$ cat config.mk
export PLATFORM = sky130hd
export DESIGN_NAME = ira_ctrl
export DESIGN_NICKNAME = d
export VERILOG_FILES = /design/src/core/ira_ctrl.v
export VERILOG_INCLUDE_DIRS = /design/src /design/src/core
export SDC_FILE = /design/constraint.sdc
export NUM_CORES = 1
export LEC_CHECK = 0
export BUFFER_PORTS_ARGS = -buffer_cell sky130_fd_sc_hd__buf_2
export CAP_MARGIN = 30
export CELL_PAD_IN_SITES_DETAIL_PLACEMENT = 0
export CELL_PAD_IN_SITES_GLOBAL_PLACEMENT = 2
export CORE_ASPECT_RATIO = 0.9
export CORE_MARGIN = 3
export CORE_UTILIZATION = 22
export CTS_CLUSTER_SIZE = 10
export DETAILED_ROUTE_END_ITERATION = 16
export PLACE_DENSITY_LB_ADDON = 0.1
export SYNTH_ARGS = -nofsm -noshare
export SYNTH_HDL_FRONTEND = slang
export SYNTH_SLANG_ARGS = --single-unit
$ cat constraint.sdc
create_clock -name mclk -period 1.97 [get_ports mclk]
set_input_delay 0.0985 -clock mclk [delete_from_list [all_inputs] [get_ports mclk]]
set_output_delay 0.0985 -clock mclk [all_outputs]
set_load 0.05 [all_outputs]
$ cat src/core/ira_regs.vh
// register map, field positions and sequence constants of the interrupt block
`ifndef IRA_REGS_VH
`define IRA_REGS_VH

// register indices; byte address on the bus is four times the index
`define IRA_IDX_REQ_HIGH 8'hec
`define IRA_IDX_REQ_LOW 8'hed
`define IRA_IDX_TIMER_EVT 8'hee
`define IRA_IDX_SERIAL_EVT 8'hef
`define IRA_IDX_CTRL 8'hf0

// reset values
`define IRA_RST_REQ_HIGH 8'h00
`define IRA_RST_REQ_LOW 8'h00
`define IRA_RST_TIMER_EVT 8'h00
`define IRA_RST_SERIAL_EVT 8'h00

// implemented bits
`define IRA_REQ_LOW_MASK 8'hfd
`define IRA_SERIAL_EVT_MASK 8'h83

// peripheral_request_low bit positions
`define IRA_RL_TWOWIRE 7
`define IRA_RL_SYNC_SERIAL 6
`define IRA_RL_WATCH 5
`define IRA_RL_SERIAL_RX 4
`define IRA_RL_SERIAL_TX 3
`define IRA_RL_WATCHDOG 2
`define IRA_RL_BASIC_TIMER 0

// serial_event_flags bit positions
`define IRA_SE_TWOWIRE 7
`define IRA_SE_SERIAL_RX 1
`define IRA_SE_SERIAL_TX 0

// control register fields
`define IRA_CTRL_MASTER_EN 0
`define IRA_CTRL_BUSY 1
`define IRA_CTRL_BRK_PEND 2

// program_status_word fields
`define IRA_PSW_I_BIT 2
`define IRA_PSW_B_BIT 4

// vector table
`define IRA_VEC_BASE 16'hffe0
`define IRA_TCALL0_VEC 16'hffde

// acceptance sequence: accept cycle plus steps 0 to 6 is 8 cycles
`define IRA_ACCEPT_CYCLES 8
`define IRA_SEQ_PUSHES 3'd3
`define IRA_SEQ_VEC_LO 3'd3
`define IRA_SEQ_VEC_HI 3'd4
`define IRA_SEQ_ENTRY_HI 3'd5
`define IRA_SEQ_LAST 3'd6
`endif

$ cat src/core/ira_ctrl.v
// interrupt request flags, occurrence flags and acceptance sequencer
// Functional notes
// request flag shows pending; writing 0 clears
// low request register holds seven peripheral sources
// timer register holds match and overflow flags
// serial flags: two-wire, receive, transmit bits
// request stays latched until accepted or cleared
// acceptance sequence lasts eight clock cycles
// return instruction restores interrupted context
// maskable acceptance first clears master enable
// non-maskable acceptance blocks following interrupts; here break blocks them only while busy, master enable is left unchanged
// acceptance clears only the accepted request flag
// push return address and status, three pushes
// fetch vector entry, load program counter
// master enable low blocks every maskable request
// enable instruction inside handler allows nesting
// handler saves accumulator and index registers
// break is lowest priority, sets break flag
// occurrence flags identify shared vector source
// serial transmit and receive flags, software clears
// external group flags recorded, software clears; here none are recorded, acceptance clears the request through ext_ack
// timer match and overflow recorded separately
// disabled source is never accepted
// master enable blocks all maskable interrupts
// higher priority first, fixed polling order
// unused bits read zero, ignore writes
//
// Added by the designer: the Avalon-MM slave port.
`include "ira_regs.vh"

module ira_ctrl #(
  parameter [15:0] VEC_BASE = `IRA_VEC_BASE,
  parameter [15:0] BRK_VEC = `IRA_TCALL0_VEC
) (
  input wire mclk,
  input wire reset_n,
  input wire [9:0] avs_address,
  input wire avs_read,
  input wire avs_write,
  input wire [3:0] avs_byteenable,
  input wire [31:0] avs_writedata,
  output reg [31:0] avs_readdata,
  output wire avs_waitrequest,
  input wire [7:0] evt_high,
  input wire [7:0] evt_low,
  input wire [7:0] enable_high,
  input wire [7:0] enable_low,
  input wire [4:0] ext_request,
  input wire [4:0] ext_enable,
  output reg [4:0] ext_ack,
  input wire instr_done,
  input wire ei_exec,
  input wire di_exec,
  input wire brk_exec,
  input wire return_from_interrupt_exec,
  input wire [7:0] return_from_interrupt_psw,
  input wire [15:0] pc_in,
  input wire [7:0] psw_in,
  output wire accept_busy,
  output wire master_enable,
  output wire stack_push,
  output reg [7:0] stack_data,
  output wire vec_rd,
  output wire [15:0] vec_addr,
  input wire [7:0] vec_data,
  output wire pc_load,
  output wire [15:0] pc_value
);

  reg [7:0] req_high_q;
  reg [7:0] req_high_d;
  reg [7:0] req_low_q;
  reg [7:0] req_low_d;
  reg [7:0] timer_evt_q;
  reg [7:0] timer_evt_d;
  reg [7:0] serial_evt_q;
  reg [7:0] serial_evt_d;
  reg ie_q;
  reg ie_d;
  reg brk_pend_q;
  reg busy_q;
  reg [2:0] cnt_q;
  reg [3:0] vec_q;
  reg is_brk_q;
  reg [15:0] ret_pc_q;
  reg [7:0] ret_psw_q;
  reg [7:0] entry_lo_q;
  reg [7:0] entry_hi_q;
  reg ack_q;
  reg [7:0] rd_mux;
  reg [7:0] clr_high;
  reg [7:0] clr_low;
  reg [4:0] clr_ext;

  // registers sit on word boundaries
  wire [7:0] idx = avs_address[9:2];
  wire bus_req = avs_read | avs_write;
  // low byte lane carries every register; writes land on the answer edge
  wire wr_en = avs_write & ack_q & avs_byteenable[0];
  wire [7:0] wdata = avs_writedata[7:0];
  wire [7:0] pend_high = req_high_q & enable_high;
  wire [7:0] pend_low = req_low_q & enable_low & `IRA_REQ_LOW_MASK;
  wire [4:0] pend_ext = ext_request & ext_enable;
  wire [15:0] vec_pend;
  wire take_mask;
  wire go;
  wire go_mask;
  wire [3:0] win_vec;

  // highest pending vector number wins
  function [3:0] top_index;
    input [15:0] p;
    integer i;
    begin
      top_index = 4'h0;
      for (i = 0; i < 16; i = i + 1) begin
        if (p[i])
          top_index = i[3:0];
      end
    end
  endfunction

  // register select; shared by the write strobes
  function reg_hit;
    input [7:0] a;
    input [7:0] r;
    begin
      reg_hit = (a == r);
    end
  endfunction

  // one of the two timer flags of a vector; match is the upper bit
  function [1:0] pair_clear;
    input [1:0] p;
    begin
      if (p[1])
        pair_clear = 2'b10;
      else
        pair_clear = 2'b01;
    end
  endfunction

  // write strobes, one per writable register
  wire wr_req_high = wr_en & reg_hit(idx, `IRA_IDX_REQ_HIGH);
  wire wr_req_low = wr_en & reg_hit(idx, `IRA_IDX_REQ_LOW);
  wire wr_timer_evt = wr_en & reg_hit(idx, `IRA_IDX_TIMER_EVT);
  wire wr_serial_evt = wr_en & reg_hit(idx, `IRA_IDX_SERIAL_EVT);
  wire wr_ctrl = wr_en & reg_hit(idx, `IRA_IDX_CTRL);

  // per-vector pending, gated by individual enables
  assign vec_pend[0] = pend_low[`IRA_RL_BASIC_TIMER];
  assign vec_pend[1] = pend_low[`IRA_RL_WATCHDOG];
  genvar t;
  generate
    for (t = 0; t < 4; t = t + 1) begin : g_timer
      // vector 2 is timer 0, vector 5 is timer 3
      assign vec_pend[2 + t] = |pend_high[2 * t + 1:2 * t];
    end
  endgenerate
  assign vec_pend[6] = pend_low[`IRA_RL_SERIAL_RX] |
    pend_low[`IRA_RL_SERIAL_TX];
  assign vec_pend[7] = pend_low[`IRA_RL_WATCH];
  assign vec_pend[8] = pend_low[`IRA_RL_SYNC_SERIAL];
  assign vec_pend[9] = pend_low[`IRA_RL_TWOWIRE];
  // external lines, group first, then the single inputs
  assign vec_pend[14:10] = pend_ext;
  assign vec_pend[15] = 1'b0;

  assign win_vec = top_index(vec_pend);
  assign take_mask = ie_q & (|vec_pend);
  // break has lowest priority and is taken only when nothing else is
  assign go = ~busy_q & instr_done & (take_mask | brk_pend_q);
  assign go_mask = go & take_mask;

  // sequence step decodes, counted from the first busy cycle
  wire step_push = busy_q & (cnt_q < `IRA_SEQ_PUSHES);
  wire step_vec_lo = busy_q & (cnt_q == `IRA_SEQ_VEC_LO);
  wire step_vec_hi = busy_q & (cnt_q == `IRA_SEQ_VEC_HI);
  wire step_last = busy_q & (cnt_q == `IRA_SEQ_LAST);

  // pick the single flag cleared by acceptance; match before overflow
  always @* begin
    clr_high = 8'h00;
    clr_low = 8'h00;
    clr_ext = 5'h00;
    if (go_mask) begin
      case (win_vec)
        4'd0: clr_low[`IRA_RL_BASIC_TIMER] = 1'b1;
        4'd1: clr_low[`IRA_RL_WATCHDOG] = 1'b1;
        4'd2: clr_high[1:0] = pair_clear(pend_high[1:0]);
        4'd3: clr_high[3:2] = pair_clear(pend_high[3:2]);
        4'd4: clr_high[5:4] = pair_clear(pend_high[5:4]);
        4'd5: clr_high[7:6] = pair_clear(pend_high[7:6]);
        4'd6: begin
          if (pend_low[`IRA_RL_SERIAL_RX])
            clr_low[`IRA_RL_SERIAL_RX] = 1'b1;
          else
            clr_low[`IRA_RL_SERIAL_TX] = 1'b1;
        end
        4'd7: clr_low[`IRA_RL_WATCH] = 1'b1;
        4'd8: clr_low[`IRA_RL_SYNC_SERIAL] = 1'b1;
        4'd9: clr_low[`IRA_RL_TWOWIRE] = 1'b1;
        4'd10: clr_ext = 5'h01;
        4'd11: clr_ext = 5'h02;
        4'd12: clr_ext = 5'h04;
        4'd13: clr_ext = 5'h08;
        4'd14: clr_ext = 5'h10;
        default: clr_ext = 5'h00;
      endcase
    end
  end

  // flag next values: software write, then acceptance clear, event wins
  always @* begin
    req_high_d = req_high_q;
    req_low_d = req_low_q;
    timer_evt_d = timer_evt_q;
    serial_evt_d = serial_evt_q;
    if (wr_req_high)
      req_high_d = wdata;
    if (wr_req_low)
      req_low_d = wdata & `IRA_REQ_LOW_MASK;
    if (wr_timer_evt)
      timer_evt_d = wdata;
    if (wr_serial_evt)
      serial_evt_d = wdata & `IRA_SERIAL_EVT_MASK;
    // latched until accepted, written 0 or reset
    req_high_d = (req_high_d & ~clr_high) | evt_high;
    req_low_d = ((req_low_d & ~clr_low) | evt_low) &
      `IRA_REQ_LOW_MASK;
    // occurrence flags survive acceptance
    timer_evt_d = timer_evt_d | evt_high;
    serial_evt_d[`IRA_SE_TWOWIRE] = serial_evt_d[`IRA_SE_TWOWIRE] |
      evt_low[`IRA_RL_TWOWIRE];
    serial_evt_d[`IRA_SE_SERIAL_RX] = serial_evt_d[`IRA_SE_SERIAL_RX] |
      evt_low[`IRA_RL_SERIAL_RX];
    serial_evt_d[`IRA_SE_SERIAL_TX] = serial_evt_d[`IRA_SE_SERIAL_TX] |
      evt_low[`IRA_RL_SERIAL_TX];
  end

  // master enable
  always @* begin
    ie_d = ie_q;
    // maskable acceptance outranks a same-cycle enable so the handler starts masked
    if (go_mask)
      ie_d = 1'b0;
    else if (return_from_interrupt_exec)
      ie_d = return_from_interrupt_psw[`IRA_PSW_I_BIT];
    else if (ei_exec)
      ie_d = 1'b1;
    else if (di_exec)
      ie_d = 1'b0;
    else if (wr_ctrl)
      ie_d = wdata[`IRA_CTRL_MASTER_EN];
  end

  always @(posedge mclk) begin
    if (!reset_n) begin
      req_high_q <= `IRA_RST_REQ_HIGH;
      req_low_q <= `IRA_RST_REQ_LOW;
      timer_evt_q <= `IRA_RST_TIMER_EVT;
      serial_evt_q <= `IRA_RST_SERIAL_EVT;
      ie_q <= 1'b0;
      ext_ack <= 5'h00;
    end else begin
      req_high_q <= req_high_d;
      req_low_q <= req_low_d;
      timer_evt_q <= timer_evt_d;
      serial_evt_q <= serial_evt_d;
      ie_q <= ie_d;
      // one-cycle clear strobe to the external request latch
      ext_ack <= clr_ext;
    end
  end

  // break request; a new break in the accepting cycle is kept
  always @(posedge mclk) begin
    if (!reset_n)
      brk_pend_q <= 1'b0;
    else if (brk_exec)
      brk_pend_q <= 1'b1;
    else if (go && !take_mask)
      brk_pend_q <= 1'b0;
  end

  // acceptance sequencer: accept cycle plus seven steps
  always @(posedge mclk) begin
    if (!reset_n) begin
      busy_q <= 1'b0;
      cnt_q <= 3'd0;
      vec_q <= 4'h0;
      is_brk_q <= 1'b0;
      ret_pc_q <= 16'h0000;
      ret_psw_q <= 8'h00;
      entry_lo_q <= 8'h00;
      entry_hi_q <= 8'h00;
    end else if (!busy_q) begin
      cnt_q <= 3'd0;
      if (go) begin
        // sequence holds off every other acceptance while it runs
        busy_q <= 1'b1;
        vec_q <= win_vec;
        is_brk_q <= ~take_mask;
        // return context is captured at the accept edge
        ret_pc_q <= pc_in;
        ret_psw_q <= psw_in;
        ret_psw_q[`IRA_PSW_I_BIT] <= ie_q;
        ret_psw_q[`IRA_PSW_B_BIT] <= ~take_mask;
      end
    end else begin
      cnt_q <= cnt_q + 3'd1;
      // table byte arrives one cycle after its read
      if (cnt_q == `IRA_SEQ_VEC_HI)
        entry_lo_q <= vec_data;
      if (cnt_q == `IRA_SEQ_ENTRY_HI)
        entry_hi_q <= vec_data;
      if (cnt_q == `IRA_SEQ_LAST)
        busy_q <= 1'b0;
    end
  end

  // three pushes: return address high, low, then status word
  assign stack_push = step_push;
  always @* begin
    case (cnt_q)
      3'd0: stack_data = ret_pc_q[15:8];
      3'd1: stack_data = ret_pc_q[7:0];
      3'd2: stack_data = ret_psw_q;
      // nothing is pushed after the third step
      default: stack_data = 8'h00;
    endcase
  end

  // vector table read: low byte at the entry, high byte after it
  // break shares the table-call vector
  wire [15:0] entry_addr = is_brk_q ? BRK_VEC :
    (VEC_BASE + {11'h000, vec_q, 1'b0});
  assign vec_rd = step_vec_lo | step_vec_hi;
  assign vec_addr = step_vec_hi ? entry_addr + 16'h0001 : entry_addr;
  assign pc_load = step_last;
  assign pc_value = {entry_hi_q, entry_lo_q};
  assign accept_busy = busy_q;
  assign master_enable = ie_q;

  // control word: last vector, break pending, busy, master enable
  wire [7:0] ctrl_word = {vec_q, 1'b0, brk_pend_q, busy_q, ie_q};

  // register read mux; unused bits and unmapped addresses read zero
  always @* begin
    case (idx)
      `IRA_IDX_REQ_HIGH: rd_mux = req_high_q;
      `IRA_IDX_REQ_LOW: rd_mux = req_low_q & `IRA_REQ_LOW_MASK;
      `IRA_IDX_TIMER_EVT: rd_mux = timer_evt_q;
      `IRA_IDX_SERIAL_EVT: rd_mux = serial_evt_q & `IRA_SERIAL_EVT_MASK;
      `IRA_IDX_CTRL: rd_mux = ctrl_word;
      default: rd_mux = 8'h00;
    endcase
  end

  // one wait cycle for every access, answer on the second cycle
  assign avs_waitrequest = bus_req & ~ack_q;
  always @(posedge mclk) begin
    if (!reset_n) begin
      ack_q <= 1'b0;
      avs_readdata <= 32'h00000000;
    end else begin
      ack_q <= bus_req & ~ack_q;
      if (avs_read && !ack_q)
        avs_readdata <= {24'h000000, rd_mux};
    end
  end

endmodule // ira_ctrl

* Word-level counts from Yosys, hierarchy flattened
Cells that the tools add are included.
** Word-level totals
- Register bits :: 92
- Input port bits :: 137
** Operators by class
- Add/sub/neg operators :: 3
- Order comparisons :: 1
- Equal/unequal tests :: 25
- Mux-type cells :: 51
- Bitwise logic cells :: 37
- Reduce and logical (&&, ||, !) cells :: 19
** Operator list (number)
- 2-to-1 mux 4 bit :: 13
- equality test 8 bit (second input constant) :: 5
- 2-to-1 mux 8 bit :: 5
- one-hot mux 8 bit (5 select lines) :: 1
- bitwise AND 8 bit :: 4
- 2-to-1 mux 16 bit :: 2
- equality test 4 bit (second input constant) :: 7
- one-hot mux 5 bit (5 select lines) :: 1
- OR 8 bit :: 3
- one-hot mux 8 bit (3 select lines) :: 1
- OR reduction 19 bit :: 1
- 2-to-1 mux 1 bit :: 18
- 2-to-1 mux 2 bit :: 9
- adder 16 x 1 -> 16 bit (second input constant) :: 1
- bitwise AND 1 bit :: 16
- equality test 4 x 3 -> 1 bit (second input constant) :: 4
- inverter 8 bit :: 2
- AND reduction 2 bit :: 5
- OR reduction 2 bit :: 5
- equality test 3 bit (second input constant) :: 3
- equality test 4 x 2 -> 1 bit (second input constant) :: 2
- adder 6 x 6 -> 7 bit (first input constant) :: 1
- OR 1 bit :: 7
- equality test 3 x 2 -> 1 bit (second input constant) :: 2
- other kinds (13) :: 18

* Logic depth before layout (Yosys ltp)
- Word-level depth :: 21
- Gate-level depth with buffers :: 8
- Depth with buffers taken out :: 6

* Worst setup path after synthesis
No wires, ideal clock.
- Path kind :: flip-flop to output port
- From :: register busy_q, in the netlist accept_busy
- To :: output port stack_push
- Data arrival time :: 2.176 ns
- Required time :: 1.871 ns
- Path slack :: -0.305 ns
- Cell stages (with the launch flop) :: 4
- Buffers on the path :: 1
- Cells stage by stage :: dfxtp_1 clkbuf_1 inv_1 a211oi_1
** On the way
- Word-level cells in the longest chain between the ends :: 1
** Ends and longest elaborated chain
- from (decl) :: line ira_ctrl.v:81 : reg busy_q;
- from (signal assigned) :: line ira_ctrl.v:289 : busy_q <= 1'b0;
- from (signal assigned) :: line ira_ctrl.v:301 : busy_q <= 1'b1;
- from (signal assigned) :: line ira_ctrl.v:318 : busy_q <= 1'b0;
- bitwise AND 1 bit :: line ira_ctrl.v:176 : wire step_push = busy_q & (cnt_q < `IRA_SEQ_PUSHES);
- to (decl) :: line ira_ctrl.v:61 : output wire stack_push,
No other way between the ends.

* Worst setup path after layout
- From :: register req_high_q[2]
- To :: register ret_pc_q[0]
** On the way
- Word-level cells in the longest chain between the ends :: 6
** Ends and longest elaborated chain
- from (decl) :: line ira_ctrl.v:70 : reg [7:0] req_high_q;
- from (signal assigned) :: line ira_ctrl.v:259 : req_high_q <= `IRA_RST_REQ_HIGH;
- from (signal assigned) :: line ira_ctrl.v:266 : req_high_q <= req_high_d;
- bitwise AND 8 bit :: line ira_ctrl.v:101 : wire [7:0] pend_high = req_high_q & enable_high;
- OR reduction 19 bit :: line ira_ctrl.v:170 : assign take_mask = ie_q & (|vec_pend);
- bitwise AND 1 bit :: line ira_ctrl.v:170
- OR 1 bit :: line ira_ctrl.v:172 : assign go = ~busy_q & instr_done & (take_mask | brk_pend_q);
- bitwise AND 1 bit :: line ira_ctrl.v:172
- AND reduction 2 bit (no source line)
- to (signal assigned) :: line ira_ctrl.v:305 : ret_pc_q <= pc_in;
- to (decl) :: line ira_ctrl.v:85 : reg [15:0] ret_pc_q;
No other way between the ends.
A chain may end at the register's enable or synchronous reset.

==> impl_results.rst <==
.. list-table::
   :header-rows: 1

   * - Metric
     - Value
   * - Buffers on Ports
     - between 100 and 150
   * - Antenna diode count
     - 0
   * - Psw
     - about 1.6 mW
   * - Endpoints failing hold
     - 0
   * - Critical path data required time
     - 2.25 ns
   * - Number of placed I/O pins
     - 220
   * - Max Transition Viols Final
     - 0
   * - Largest net degree at the start of global routing
     - 30
   * - Drt total wl
     - 17000 um
   * - Relative contribution of sequential cells to total power
     - 39.7%
   * - Failing checks
     - setup timing
   * - Total vias in the final route
     - 4674
   * - Iteration count of the initial detailed-routing pass
     - 6
   * - Floorplan die width
     - 158 um
   * - Post-route cell area
     - 0.00691 mm^2
   * - Via density per instance
     - 4.43
   * - CTS Root Cell
     - clkbuf_16
   * - Routability-driven placement congestion ratio
     - between 0.7 and 0.8
   * - Clk pin slew, worst setup/hold paths
     - roughly 0.070 ns
   * - Detail Route Antenna Nets
     - 0
   * - Crit path DAT
     - 2.36 ns
   * - Slew @ Worst Pin
     - 0.613 ns
   * - Cell depth of the worst flop-to-flop path
     - 9
   * - Number of antenna violations at the first check in global routing
     - 0
   * - Total of max-cap violations
     - 0
   * - Die Ht
     - 142 um
   * - Setup ws final
     - -0.106 ns
   * - Register bit total from synthesis
     - 90
   * - Clock buffers created by TritonCTS
     - 9
   * - Synthesized instance count
     - 556
   * - Starting DRC count in detailed routing
     - 276
   * - Fmax
     - 482 MHz
   * - DP Wirelength
     - around 13000 um
   * - Std-Cell Core Area
     - 0.0202 mm^2
   * - Hold_sp
     - evt_high[5]
   * - Latest clock arrival within the worst-skew pair
     - 0.35 ns
   * - Outcome
     - complete, but fails checks
   * - Worst-case headroom to the max-slew limit
     - slightly below 60%
   * - Placed instance count
     - 1000
   * - Number of remaining DRC errors
     - 0
   * - Endpoint, Worst Hold
     - timer_evt_q[5]
   * - Setup clock skew after layout
     - approximately 0.0086 ns
   * - Startpoint kind of the worst setup timing path
     - flop
   * - Share of power burned in the clock network
     - 35.4%
   * - Placement Setup Slack
     - -0.279 ns
   * - Overall die area
     - around 0.022 mm^2
   * - Fraction of power spent switching nets
     - 31.9%
   * - Power Internal
     - between 3 and 4 mW
   * - Area of the mapped netlist
     - 0.00455 mm^2
   * - Pleak
     - 3.14 nW
   * - Nets
     - roughly 940
   * - Clock tree from TritonCTS
     - built
   * - Total congestion overflow
     - 0
   * - Worst Hold Class
     - input port to flop
   * - Unique cell type count in the Yosys netlist
     - 51
   * - Post-Route Utilization
     - 34.3%
   * - CTS sink cnt
     - 90
   * - CTS H-tree lvls
     - 3
   * - EDFF count, synth
     - 0
   * - Type of element capturing the critical path
     - flop
   * - Gr usage total
     - 14.5%
   * - Share of flip-flops with an asynchronous set or reset after synthesis
     - 0%
   * - Non-filler cells in the finished layout
     - 1056
   * - Setup repair after global routing missed its margin
     - true
   * - Footprint of the multi-input gates
     - 0.00262 mm^2
   * - CTS Buffer Depth
     - 2
   * - Fin crit share
     - 105%
   * - Area occupied by registers
     - 0.00180 mm^2
   * - Cell area after placement
     - around 0.006 mm^2
   * - Sequential share of the synthesized area
     - slightly below 40%
   * - Reg-to-Reg End
     - ret_pc_q[0]
   * - Total setup violations reported at the end of the flow
     - 31
   * - Time the worst path needs with I/O delays and setup
     - 2.08 ns
   * - Maximum resistive drop on vdd
     - 0.000314 V
   * - Share of power burned in combinational logic
     - 24.9%
   * - Syn. warnings
     - 0
   * - Fill count
     - 2162
   * - Hold Crit Depth
     - 3
   * - Layout cells sized above 1
     - 38.2%
   * - Number of core rows
     - 49
   * - Layout area overhead
     - 51.8%
   * - Power density of the placed cells
     - about 720 mW/mm^2
   * - First-pass GRT wire length
     - approximately 25000 um
   * - Initial standard-cell utilization of the core
     - 22.6%
   * - Via count of the first global-routing pass
     - 4572
   * - Per-cell routed wire length
     - 16.1 um
   * - Most used flip-flop cell after synthesis
     - dfxtp_1
   * - Setup_tns
     - -2.05 ns
   * - Mean instance size in the synthesized netlist
     - ~8 um^2
   * - Top fanout value on the critical path
     - 7
   * - Type of the worst setup path
     - flop to flop
   * - Startpoint of the worst register-to-register path
     - req_high_q[2]
   * - Register-to-register path setup slack
     - -0.11 ns
[worst max-delay path, cell delays in order, from the launching register on]
cell	delay (ns)
dfxtp_1	0.32
a22oi_1	0.27
buf_4	0.17
nand3_1	0.18
o31a_1	0.40
o21ai_4	0.19
buf_12	0.14
clkbuf_16	0.15
nand2_2	0.06
a21oi_2	0.13
[power by group through the flow]
stage / registers [mW] / logic [mW] / clock network (mW)
3_5_place_dp: 2.01 / 1.08 / 0
4_1_cts: 1.97 / 1.15 / 1.82
6_report: 1.97 / 1.24 / 1.76
2_1_floorplan: 2.04 / 0.645 / 0
5_1_grt: 1.98 / 1.34 / 1.88
3_3_place_gp: 2.01 / 1.08 / 0
[placed cells by master (no fill, tap or decap), types with 6 or more instances in the layout]
cell           netlist  layout
buf_2                5     144
nand2_1            107      97
dfxtp_1             90      88
buf_4               35      63
a21oi_1             56      45
dlygate4sd3_1        0      35
nor2_1              36      34
conb_1               2      34
mux2i_1             32      32
inv_1               22      22
a22oi_1             21      19
o21ai_0             22      18
nand3_1             12      11
a21oi_2              0      11
clkbuf_16            0      11
nand2_2              0       9
mux2_2               9       9
a211oi_1            12       8
nor3_1               6       6
buf_12               0       6
[worst max path at each step]
stage,endpoint,slack (ns),from
4_1_cts,ret_pc_q[10],-0.01,req_low_q[5]
3_5_place_dp,ext_ack[1],-0.28,req_high_q[7]
5_1_grt,ret_pc_q[0],-0.20,req_low_q[5]
3_3_place_gp,ext_ack[1],-0.31,req_high_q[7]
6_report,ret_pc_q[0],-0.11,req_high_q[2]
2_1_floorplan,req_high_q[2],0.007,req_low_q[5]
[registers in the layout (all words and copies together) (netlist names), 5 cells and up]
name          cells
ret_pc_q         16
avs_readdata      8
entry_hi_q        8
entry_lo_q        8
req_high_q        8
ret_psw_q         8
timer_evt_q       8
req_low_q         7
ext_ack           5
[per-stage QoR]
| step | total power, mW | hold slack (ns) |
|---|---|---|
| final | 4.97 | 0.00860 |
| after global routing | 5.21 | 0.00835 |
| after CTS | 4.94 | 0.000574 |
| after detailed placement | 3.09 | 0.316 |
| after global placement | 3.09 | 0.320 |
| after floorplan | 2.69 | 0.219 |
[final cells by class]
type	instances	area share (%)
clock inverter	6	0.959
clock buffer	10	3.31
timing repair buffer	256	25.7
inverter	24	1.36
sequential	90	26.1
multi-input combinational	415	37.9
tap	255	4.62
[routing by layer]
metal  vias up  part of all wire, %  GRT usage (%)
met3        19                  5.0           2.92
met4         0                  1.3           4.06
met1      2159                   48           20.4
li1       2354                    -              -
met5         -                    0              0
met2       142                   46           22.5
[synthesized netlist by cell type, types with 3 or more instances]
master | instances | share of area (%)
mux2i_1 | 32 | 7.0
o21ai_0 | 22 | 2.4
or2_2 | 4 | 0.55
a22oi_1 | 21 | 3.5
nor3_1 | 6 | 0.66
a21oi_1 | 56 | 6.2
mux2_2 | 9 | 2.2
a211oi_1 | 12 | 2.0
nor2_1 | 36 | 3.0
and3_1 | 6 | 0.82
buf_4 | 35 | 5.8
inv_1 | 22 | 1.8
clkbuf_1 | 15 | 1.2
nand2_1 | 107 | 8.8
dfxtp_1 | 90 | 40
a222oi_1 | 4 | 0.88
ha_1 | 5 | 1.4
nor2b_1 | 5 | 0.69
a31oi_1 | 7 | 0.96
a22o_1 | 3 | 0.58
buf_2 | 5 | 0.55
nand3_1 | 12 | 1.3
nor4_1 | 3 | 0.41
[repair_timing]
action | CTS | global route
hold endpoints to repair | 38 | 0
pin swaps | 8 | 32
gates resized for setup | 12 | 47
hold buffers | 35 | 0
endpoints found under the setup margin | 53 | 53
cloned | 0 | 3
setup buffers | 1 | 3
[cells by family after synthesis]
logic type / Yosys count / share of synthesized area, %
buf+inv: 83 / 10.2
fa+ha+maj: 5 / 1.37
simple gates: 193 / 19.2
compound gates: 140 / 19.3
flops: 90 / 39.6
mux: 43 / 10.3
other cells: 2 / 0.165
Power figures use the tool's default switching activity.
